--- src/core/bfa_pkg.sv ---
// Shared constants for the bridge fault action block.
package bfa_pkg;

    // APB address width and register byte offsets.
    localparam int BFA_ADDR_W = 8;
    localparam logic [BFA_ADDR_W-1:0] BFA_OFF_CTRL = 8'h00;
    localparam logic [BFA_ADDR_W-1:0] BFA_OFF_MASK = 8'h04;
    localparam logic [BFA_ADDR_W-1:0] BFA_OFF_STATUS = 8'h08;
    localparam logic [BFA_ADDR_W-1:0] BFA_OFF_DIAG = 8'h0C;
    localparam logic [BFA_ADDR_W-1:0] BFA_OFF_STATE = 8'h10;

    // Control register field positions.
    localparam int BFA_CTRL_STOP_ALL_BIT = 0;
    localparam int BFA_CTRL_WATCHDOG_BIT = 1;

    // Status register bit positions, one per diagnostic.
    localparam int BFA_NUM_FAULTS = 17;
    localparam int BFA_ST_POR = 0;
    localparam int BFA_ST_REG_UV = 1;
    localparam int BFA_ST_BOOT_UV = 2;
    localparam int BFA_ST_LOGIC_OV = 3;
    localparam int BFA_ST_WATCHDOG = 4;
    localparam int BFA_ST_OVER_TEMP = 5;
    localparam int BFA_ST_VDS = 6;
    localparam int BFA_ST_SERIAL = 7;
    localparam int BFA_ST_RAIL_UV = 8;
    localparam int BFA_ST_RAIL_OV = 9;
    localparam int BFA_ST_REG_OV = 10;
    localparam int BFA_ST_SUPPLY_UV = 11;
    localparam int BFA_ST_SUPPLY_OV = 12;
    localparam int BFA_ST_GS_UV = 13;
    localparam int BFA_ST_TEMP_WARN = 14;
    localparam int BFA_ST_OVER_CURRENT = 15;
    localparam int BFA_ST_OPEN_LOAD = 16;

    // Mask bits that always read zero: power-on, serial error, overtemperature.
    localparam logic [BFA_NUM_FAULTS-1:0] BFA_MASK_FIXED_ZERO = 17'h000A1;

    // Gate index order, also the diagnostic bit order of the DRAIN_SOURCE_VOLTAGE bits.
    localparam int BFA_NUM_FETS = 4;
    localparam int BFA_PHASE_A_LOW_SIDE_FAULT = 0;
    localparam int BFA_PHASE_A_HIGH_SIDE_FAULT = 1;
    localparam int BFA_PHASE_B_LOW_SIDE_FAULT = 2;
    localparam int BFA_PHASE_B_HIGH_SIDE_FAULT = 3;
    localparam int BFA_DIAG_BOOT_LSB = 4;
    localparam int BFA_DIAG_W = 8;

    // Reset values.
    localparam logic [1:0] BFA_CTRL_RESET = 2'h0;
    localparam logic [BFA_NUM_FAULTS-1:0] BFA_MASK_RESET = 17'h00000;

endpackage

--- src/core/bfa_fault_action.sv ---
`timescale 1ns/1ps
// Behaviour
// - Power-on or regulator undervoltage forces all gates off.
// - Enabled watchdog timeout forces all gates off.
// - Logic overvoltage, overtemperature: all off if stop-all.
// - Stop-all: DRAIN_SOURCE_VOLTAGE/bootstrap fault latches all gates off.
// - No stop-all: latch affected gate, release on command.
// - Non-latching faults last only while detected.
// - Latches release on reset pin, power-on, read.
// - Fault bits clear only on power-on or read.
// - Other faults except main supply undervoltage leave gate outputs enabled.
// - Mask bit disables diagnostic completely.
// - Power-on, serial error, overtemperature are unmaskable.
// - DRAIN_SOURCE_VOLTAGE fault sets per-MOSFET diagnostic bit.
module bfa_fault_action (
    // Clock and reset.
    input wire logic pclk,
    input wire logic presetn,
    // APB slave port.
    input wire logic psel,
    input wire logic penable,
    input wire logic pwrite,
    input wire logic [bfa_pkg::BFA_ADDR_W-1:0] paddr,
    input wire logic [31:0] pwdata,
    output logic [31:0] prdata,
    output logic pready,
    output logic pslverr,
    // Active-low fault reset pin, asynchronous to pclk.
    input wire logic fault_reset_n,
    // Detector levels, all on pclk, high while the fault is detected.
    input wire logic por_fault,
    input wire logic gate_drive_regulator_uv,
    input wire logic [bfa_pkg::BFA_NUM_FETS-1:0] bootstrap_uv,
    input wire logic logic_terminal_ov,
    input wire logic watchdog_timeout,
    input wire logic over_temp,
    input wire logic [bfa_pkg::BFA_NUM_FETS-1:0] drain_source_voltage_fault,
    input wire logic serial_error,
    input wire logic logic_supply_rail_uv,
    input wire logic logic_supply_rail_ov,
    input wire logic gate_drive_regulator_ov,
    input wire logic main_supply_uv,
    input wire logic main_supply_ov,
    input wire logic gate_source_voltage_uv,
    input wire logic temp_warning,
    input wire logic over_current,
    input wire logic open_load,
    // Gate commands in, gated drives out.
    input wire logic [bfa_pkg::BFA_NUM_FETS-1:0] gate_cmd,
    output logic [bfa_pkg::BFA_NUM_FETS-1:0] gate_out,
    output logic fault_active
);
    import bfa_pkg::*;

    // Sticky update: set wins over the read clear, power-on clears the rest.
    function automatic logic [BFA_NUM_FAULTS-1:0] sticky_next(
        input logic [BFA_NUM_FAULTS-1:0] cur,
        input logic [BFA_NUM_FAULTS-1:0] set,
        input logic [BFA_NUM_FAULTS-1:0] clr,
        input logic por
    );
        sticky_next = por ? set : ((cur & ~clr) | set);
    endfunction

    // Software-visible registers.
    logic stop_all_on_fault; // Stop every gate on stop-all class faults.
    logic enable_watchdog_on; // Lets a watchdog timeout act on the gates.
    logic [BFA_NUM_FAULTS-1:0] mask; // One bit per diagnostic, set disables it.
    logic [BFA_NUM_FAULTS-1:0] status; // Sticky fault bits.
    logic [BFA_DIAG_W-1:0] diag; // Sticky per-MOSFET DRAIN_SOURCE_VOLTAGE and bootstrap bits.

    // Internal fault state.
    logic latch_all; // Latched all-gates-off state.
    logic [BFA_NUM_FETS-1:0] latch_fet; // Latched single-gate-off states.
    logic [BFA_NUM_FETS-1:0] gate_cmd_d; // Previous command, for on-edges.
    logic reset_sync_n; // Synchronised fault reset pin.

    // The reset pin is asynchronous, so it passes two flip-flops first.
    bfa_sync #(
        .WIDTH(1),
        .RESET_VAL(1'b1)
    ) u_reset_sync (
        .clk(pclk),
        .rst_n(presetn),
        .d(fault_reset_n),
        .q(reset_sync_n)
    );

    // APB decode. The slave never inserts wait states.
    wire apb_setup = psel & ~penable;
    wire apb_access = psel & penable;
    wire hit_ctrl = (paddr == BFA_OFF_CTRL);
    wire hit_mask = (paddr == BFA_OFF_MASK);
    wire hit_status = (paddr == BFA_OFF_STATUS);
    wire hit_diag = (paddr == BFA_OFF_DIAG);
    wire hit_state = (paddr == BFA_OFF_STATE);
    wire hit_any = hit_ctrl | hit_mask | hit_status | hit_diag | hit_state;
    wire wr_ctrl = apb_access & pwrite & hit_ctrl;
    wire wr_mask = apb_access & pwrite & hit_mask;
    wire rd_status = apb_access & ~pwrite & hit_status;
    wire rd_diag = apb_access & ~pwrite & hit_diag;
    // Zero wait states keep the master simple; a slower decode would need pready logic.
    assign pready = 1'b1;
    // Unmapped addresses answer with an error and read as zero.
    assign pslverr = apb_access & ~hit_any;

    // Raw detector vector in status bit order.
    logic [BFA_NUM_FAULTS-1:0] raw_fault;
    assign raw_fault[BFA_ST_POR] = por_fault;
    assign raw_fault[BFA_ST_REG_UV] = gate_drive_regulator_uv;
    assign raw_fault[BFA_ST_BOOT_UV] = |bootstrap_uv;
    assign raw_fault[BFA_ST_LOGIC_OV] = logic_terminal_ov;
    assign raw_fault[BFA_ST_WATCHDOG] = watchdog_timeout;
    assign raw_fault[BFA_ST_OVER_TEMP] = over_temp;
    assign raw_fault[BFA_ST_VDS] = |drain_source_voltage_fault;
    assign raw_fault[BFA_ST_SERIAL] = serial_error;
    assign raw_fault[BFA_ST_RAIL_UV] = logic_supply_rail_uv;
    assign raw_fault[BFA_ST_RAIL_OV] = logic_supply_rail_ov;
    assign raw_fault[BFA_ST_REG_OV] = gate_drive_regulator_ov;
    assign raw_fault[BFA_ST_SUPPLY_UV] = main_supply_uv;
    assign raw_fault[BFA_ST_SUPPLY_OV] = main_supply_ov;
    assign raw_fault[BFA_ST_GS_UV] = gate_source_voltage_uv;
    assign raw_fault[BFA_ST_TEMP_WARN] = temp_warning;
    assign raw_fault[BFA_ST_OVER_CURRENT] = over_current;
    assign raw_fault[BFA_ST_OPEN_LOAD] = open_load;

    // A masked diagnostic produces no state, flag or bit at all.
    wire [BFA_NUM_FAULTS-1:0] qual = raw_fault & ~mask;
    wire [BFA_NUM_FETS-1:0] vds_q = drain_source_voltage_fault & {BFA_NUM_FETS{~mask[BFA_ST_VDS]}};
    wire [BFA_NUM_FETS-1:0] boot_q = bootstrap_uv & {BFA_NUM_FETS{~mask[BFA_ST_BOOT_UV]}};
    wire [BFA_NUM_FETS-1:0] fet_fault = vds_q | boot_q;

    // Critical conditions stop all gates whatever stop-all says, unlatched.
    wire crit_off = qual[BFA_ST_POR] | qual[BFA_ST_REG_UV]
        | (enable_watchdog_on & qual[BFA_ST_WATCHDOG])
        | qual[BFA_ST_SUPPLY_UV];
    // Power-on also clears the latches below; here it only holds the gates low.
    // Stop-all class faults act only while present, and only with stop-all set.
    wire stop_all_off = stop_all_on_fault
        & (qual[BFA_ST_LOGIC_OV] | qual[BFA_ST_OVER_TEMP]
        | (|fet_fault));
    // Every other diagnostic reaches the status bits and fault_active only, never the gates.
    wire all_off = crit_off | stop_all_off | latch_all;
    // With stop-all clear a gate that is switched on every PWM period releases its
    // latch each time, so a lasting short trips again once per period.
    // A single gate is off while its fault is seen or its latch holds.
    wire [BFA_NUM_FETS-1:0] fet_off = latch_fet | (fet_fault & {BFA_NUM_FETS{~stop_all_on_fault}});

    // Latch set and release terms.
    wire latch_all_set = stop_all_on_fault & (|fet_fault);
    wire latch_clr = ~reset_sync_n | rd_diag;
    wire [BFA_NUM_FETS-1:0] latch_fet_set = fet_fault & {BFA_NUM_FETS{~stop_all_on_fault}};
    wire [BFA_NUM_FETS-1:0] cmd_rise = gate_cmd & ~gate_cmd_d;
    // Reading a MOSFET's diagnostic bits releases only that MOSFET's latch.
    wire [BFA_NUM_FETS-1:0] fet_rd = rd_diag ? (prdata[BFA_NUM_FETS-1:0]
        | prdata[BFA_DIAG_BOOT_LSB+BFA_NUM_FETS-1:BFA_DIAG_BOOT_LSB]) : 4'h0;
    // The pin release is a level: a fault seen while the pin is still low latches
    // again, because a set beats every release except power-on.
    wire [BFA_NUM_FETS-1:0] fet_clr = {BFA_NUM_FETS{~reset_sync_n}} | fet_rd | cmd_rise;

    // Any active source holds a gate low; only the last release frees it.
    wire [BFA_NUM_FETS-1:0] next_gate_out = gate_cmd & ~fet_off
        & ~{BFA_NUM_FETS{all_off}};
    wire next_fault_active = all_off | (|fet_off) | (|qual);

    // Read clears only the bits the master was actually shown in setup.
    wire [BFA_NUM_FAULTS-1:0] status_clr = rd_status ? prdata[BFA_NUM_FAULTS-1:0] : 17'h00000;
    wire [BFA_NUM_FAULTS-1:0] diag_clr = rd_diag ? {9'h000, prdata[BFA_DIAG_W-1:0]} : 17'h00000;
    wire [BFA_NUM_FAULTS-1:0] diag_set = {9'h000, boot_q, vds_q};
    wire [BFA_NUM_FAULTS-1:0] next_status = sticky_next(status, qual, status_clr, por_fault);
    wire [BFA_NUM_FAULTS-1:0] next_diag_w = sticky_next({9'h000, diag}, diag_set, diag_clr,
        por_fault);

    // Read multiplexer, sampled into prdata during the setup cycle.
    wire [31:0] rd_mux = hit_ctrl ? {30'h00000000, enable_watchdog_on, stop_all_on_fault}
        : hit_mask ? {15'h0000, mask}
        : hit_status ? {15'h0000, status}
        : hit_diag ? {24'h000000, diag}
        : hit_state ? {22'h000000, all_off, latch_all, latch_fet, gate_out}
        : 32'h00000000;

    // Configuration registers change only on an explicit write.
    always_ff @(posedge pclk or negedge presetn) begin
        if (!presetn) begin
            {enable_watchdog_on, stop_all_on_fault} <= BFA_CTRL_RESET;
            mask <= BFA_MASK_RESET;
        end else begin
            if (wr_ctrl) begin
                stop_all_on_fault <= pwdata[BFA_CTRL_STOP_ALL_BIT];
                enable_watchdog_on <= pwdata[BFA_CTRL_WATCHDOG_BIT];
            end
            // Unmaskable diagnostics keep their mask bits at zero.
            if (wr_mask) begin
                mask <= pwdata[BFA_NUM_FAULTS-1:0] & ~BFA_MASK_FIXED_ZERO;
            end
        end
    end

    // Read data is registered at setup so the read clear matches what is returned.
    always_ff @(posedge pclk or negedge presetn) begin
        if (!presetn) begin
            prdata <= 32'h00000000;
        end else if (apb_setup && !pwrite) begin
            prdata <= rd_mux;
        end
    end

    // Sticky bits ignore the reset pin; only power-on or a read clears them.
    always_ff @(posedge pclk or negedge presetn) begin
        if (!presetn) begin
            status <= 17'h00000;
            diag <= 8'h00;
        end else begin
            status <= next_status;
            diag <= next_diag_w[BFA_DIAG_W-1:0];
        end
    end

    // Latched fault states. A new fault beats a release in the same cycle,
    // except power-on, which is itself an all-off condition.
    always_ff @(posedge pclk or negedge presetn) begin
        if (!presetn) begin
            latch_all <= 1'b0;
            latch_fet <= 4'h0;
        end else if (por_fault) begin
            latch_all <= 1'b0;
            latch_fet <= 4'h0;
        end else begin
            latch_all <= latch_all_set | (latch_all & ~latch_clr);
            latch_fet <= latch_fet_set | (latch_fet & ~fet_clr);
        end
    end

    // Gate drives and fault flag come from flip-flops; faults that do not
    // latch therefore act one cycle after detection and end one after it.
    always_ff @(posedge pclk or negedge presetn) begin
        if (!presetn) begin
            gate_cmd_d <= 4'h0;
            gate_out <= 4'h0;
            fault_active <= 1'b0;
        end else begin
            gate_cmd_d <= gate_cmd;
            gate_out <= next_gate_out;
            fault_active <= next_fault_active;
        end
    end
endmodule // bfa_fault_action

--- src/core/bfa_sync.sv ---
`timescale 1ns/1ps
// Two-stage synchroniser for levels arriving from outside the clock domain.
module bfa_sync #(
    parameter int WIDTH = 1,
    parameter logic [WIDTH-1:0] RESET_VAL = '0
) (
    // Clock and reset.
    input wire logic clk,
    input wire logic rst_n,
    // Asynchronous level in, synchronised level out.
    input wire logic [WIDTH-1:0] d,
    output logic [WIDTH-1:0] q
);

    // First stage, read only by the second stage.
    logic [WIDTH-1:0] meta;

    // Both stages reset to the inactive level so that nothing fires at release.
    always_ff @(posedge clk or negedge rst_n) begin
        if (!rst_n) begin
            meta <= RESET_VAL;
            q <= RESET_VAL;
        end else begin
            meta <= d;
            q <= meta;
        end
    end

endmodule // bfa_sync

--- config.mk ---
export PLATFORM = sky130hd
export DESIGN_NAME = bfa_fault_action
export DESIGN_NICKNAME = d
export VERILOG_FILES = /design/src/core/bfa_pkg.sv /design/src/core/bfa_fault_action.sv /design/src/core/bfa_sync.sv
export SDC_FILE = /design/constraint.sdc
export NUM_CORES = 1
export LEC_CHECK = 0
export ABC_CLOCK_PERIOD_IN_PS = 2100
export CORE_MARGIN = 2
export CORE_UTILIZATION = 37
export CTS_CLUSTER_SIZE = 12
export DETAILED_ROUTE_END_ITERATION = 6
export DONT_BUFFER_PORTS = 1
export SETUP_SLACK_MARGIN = 0.4
export SLEW_MARGIN = 0
export SYNTH_ARGS = -nofsm -noshare
export SYNTH_HDL_FRONTEND = slang
export SYNTH_SLANG_ARGS = --single-unit
--- constraint.sdc ---
create_clock -name pclk -period 2.1 [get_ports pclk]
set_input_delay 0.21 -clock pclk [delete_from_list [all_inputs] [get_ports pclk]]
set_output_delay 0.21 -clock pclk [all_outputs]
set_load 0.02 [all_outputs]
==> metrics.cfg <==
[status]
outcome=finished, violations left
violations=negative hold slack

[place]
postPlaceCellArea_mm2=0.00382
place.gp.congestion=0.819
dp_hpwl_um=7470
dp.cells=496
place_ws_ns=0.170
port_buffers=0

[grt]
grt_util_all_layers=0.202
overflow=0
grt_max_degree=75
first_global_vias=3061
antenna_found_initial=1
grt_pass1_wl_um=17000

[logic_synthesis]
synth-edff-count=0
syn_avg_cell_area_um2=10.1
ys_warn_count=0
async_reset_ff_frac=1.00
synth_top_area_share=0.486
synth-seq-area-share=0.500
synth_area_leaders=dfrtp_1 49%, mux2_2 4.9%, nand2_1 4.9%, buf_4 3.4%, a22o_1 3.3%
syn_inst=369
synth_seq_cells=74
synth_ff_type=dfrtp_1
netlist_area_mm2=0.00371
synth_cell_types=50
yosys.area.top_type=dfrtp_1

[route]
wire_per_inst_um=19.2
drtPass1Iterations=5
vias=2973
first_iter_violations=244
vias_per_cell=5.51
drt_drc_violations_left=0
routed_wl_um=10400
detail-route-antenna-nets=0

[critical_path]
criticalPathCategory=flop to flop
cp.arrival_ns=1.87
slowest_delay_ns=0.44
rr_worst_depth=5
worstPathRequired_ns=2.34
slowest_stage=or3_4
cp_max_fo=4
end_kind=flop
critPathLaunchType=flop
crit_chain=nor2b_1, or3_4, o2111ai_1, o41ai_1, a211o_1

[timing]
post-route-period-util=0.774
holdWs_ns=-0.467
final-setup-viol-count=0
clock.fmax_ghz=0.616
layout_min_cycle_time_ns=1.62
tns_ns=0
worst-slew-pin-transition_ns=0.785
slew_headroom=0.476
maxSlewViolCount=0
setup_slack_ns=0.475
grt_setup_unrepaired=no
fin_skew_ns=0.0121
timing.final.hold_violations=74

[floorplanning]
die_w_um=104
num_rows=36
die_h_um=104
pin_count=112
core_area_mm2=0.00977
dieArea_mm2=0.0108
start_util=0.380

[final_layout]
drive_gt1_frac=0.145
final_cell_mix=72 x dfrtp_1, 48 x nand2_1, 27 x dlygate4sd3_1
final_cells=540
area_delta_synth_final_pct=15.4
fin_nets=474
register_area_mm2=0.00185
post-route-cell-area_mm2=0.00428
multi_input_area_mm2=0.00168
layout_commonest_cell=dfrtp_1
fin_util=0.438
num-fill-cells=988

[power]
ir_worst_vdd_uv=240
p_leak_nw=1.85
powerDensity_mw_per_mm2=657

[clock_network]
cts_num_sinks=74
post_cts_buffers=0
htree_levels=3
insertion_delay_ns=0.36
clockBufferDepth=2
clk_pin_slew_ns=0.08
cts_tree=built
cts_made_buffers=9
cts_root_buf=clkbuf_8

[hold_path]
min_path_type=primary input to asynchronous set/reset pin

[run]
drv_cap=0

[worst max-delay path: cells and delay by family, from the launching register on]
kind	cells	cell delay, ns
compound gates	3	0.59
simple gates	2	0.55
flops	1	0.37
[layer usage]
metal  global-route usage  up-vias  routed length [um]
met5                    0        -                   0
met4               0.0840        0                 344
met3               0.0664       21                 849
met2                0.308      131                4810
met1                0.266     1455                4360
li1                     -     1366                   -
[area by class of cell]
type / instances / area share
Antenna cell: 1 / 0.000585
Clock buffer: 16 / 0.0421
Inverter: 7 / 0.00614
Multi-Input combinational cell: 269 / 0.393
Sequential cell: 74 / 0.433
Tap cell: 133 / 0.0389
Timing Repair Buffer: 40 / 0.0859
[path summary, 6_finish.rpt]
path / endpoint / slack (ns) / startpoint
hold / removal: status[3]$_DFF_PN0_ / -0.47 / presetn
min in group pclk: gate_out[2]$_DFF_PN0_ / 0.01 / gate_cmd[2]
hold reg to reg: u_reset_sync.q$_DFF_PN1_ / 0.36 / u_reset_sync.meta$_DFF_PN1_
setup / recovery: prdata[9]$_DFFE_PN0P_ / 0.48 / mask[11]$_DFFE_PN0P_
max in group asynchronous: u_reset_sync.q$_DFF_PN1_ / 2.38 / presetn
setup reg to reg: prdata[9]$_DFFE_PN0P_ / 0.48 / mask[11]$_DFFE_PN0P_
[synth_stat cells (3+ instances only)]
cell type  count
a21boi_0       6
a21oi_1       21
a22o_1        14
a31o_1         7
a31o_2         6
a31oi_1        4
a32o_1         5
and3_1         6
buf_1          3
buf_4         17
clkbuf_1      10
dfrtp_1       72
inv_1          7
mux2_2        16
mux2i_1        3
nand2_1       48
nand2b_1      10
nand3_1       19
nor2_1        22
nor2b_1       13
nor3_1         4
nor4_1         3
o21ai_0       12
o31ai_1        5
[cells by family (layout without fill, tap and decap cells)]
logic type	after synthesis	after routing	share of synthesized area
buffers and inverters	40	63	0.0648
other	2	17	0.00202
AND/OR/NAND/NOR	140	140	0.195
multiplexers	19	19	0.0567
AO/OA/AOI/OAI	94	94	0.181
flip-flops	74	74	0.500
[state kept, by name (all words and copies together) (netlist names)]
| register | flops |
|---|---|
| gate_out | 4 |
| latch_all | 1 |
| diag | 8 |
| gate_cmd_d | 4 |
| status | 17 |
| prdata | 17 |
| fault_active | 1 |
| enable_watchdog_on | 1 |
| latch_fet | 4 |
| stop_all_on_fault | 1 |
| u_reset_sync.q | 1 |
| mask | 14 |
| u_reset_sync.meta | 1 |
[report_power, final]
group          switching, mW  leakage (nW)  internal (mW)
clock network          0.513        0.0910          0.529
registers             0.0385         0.918           1.48
logic                  0.137         0.845          0.117
total                  0.689          1.85           2.12
[what timing repair did]
item | in CTS | in global routing
endpoints found under the setup margin | 0 | 3
hold buffers | 25 | 2
hold endpoints to repair | 100 | 76
gates resized for setup | 0 | 2
[stage by stage]
| step | hold WS (ns) | total power [mW] |
|---|---|---|
| global route | -0.489 | 2.93 |
| floorplan | -0.0856 | 1.73 |
| detailed placement | -0.0823 | 1.75 |
| finish | -0.467 | 2.81 |
| CTS | -0.468 | 2.82 |
| global placement | -0.0825 | 1.75 |
(Power assumes the default switching activity.)
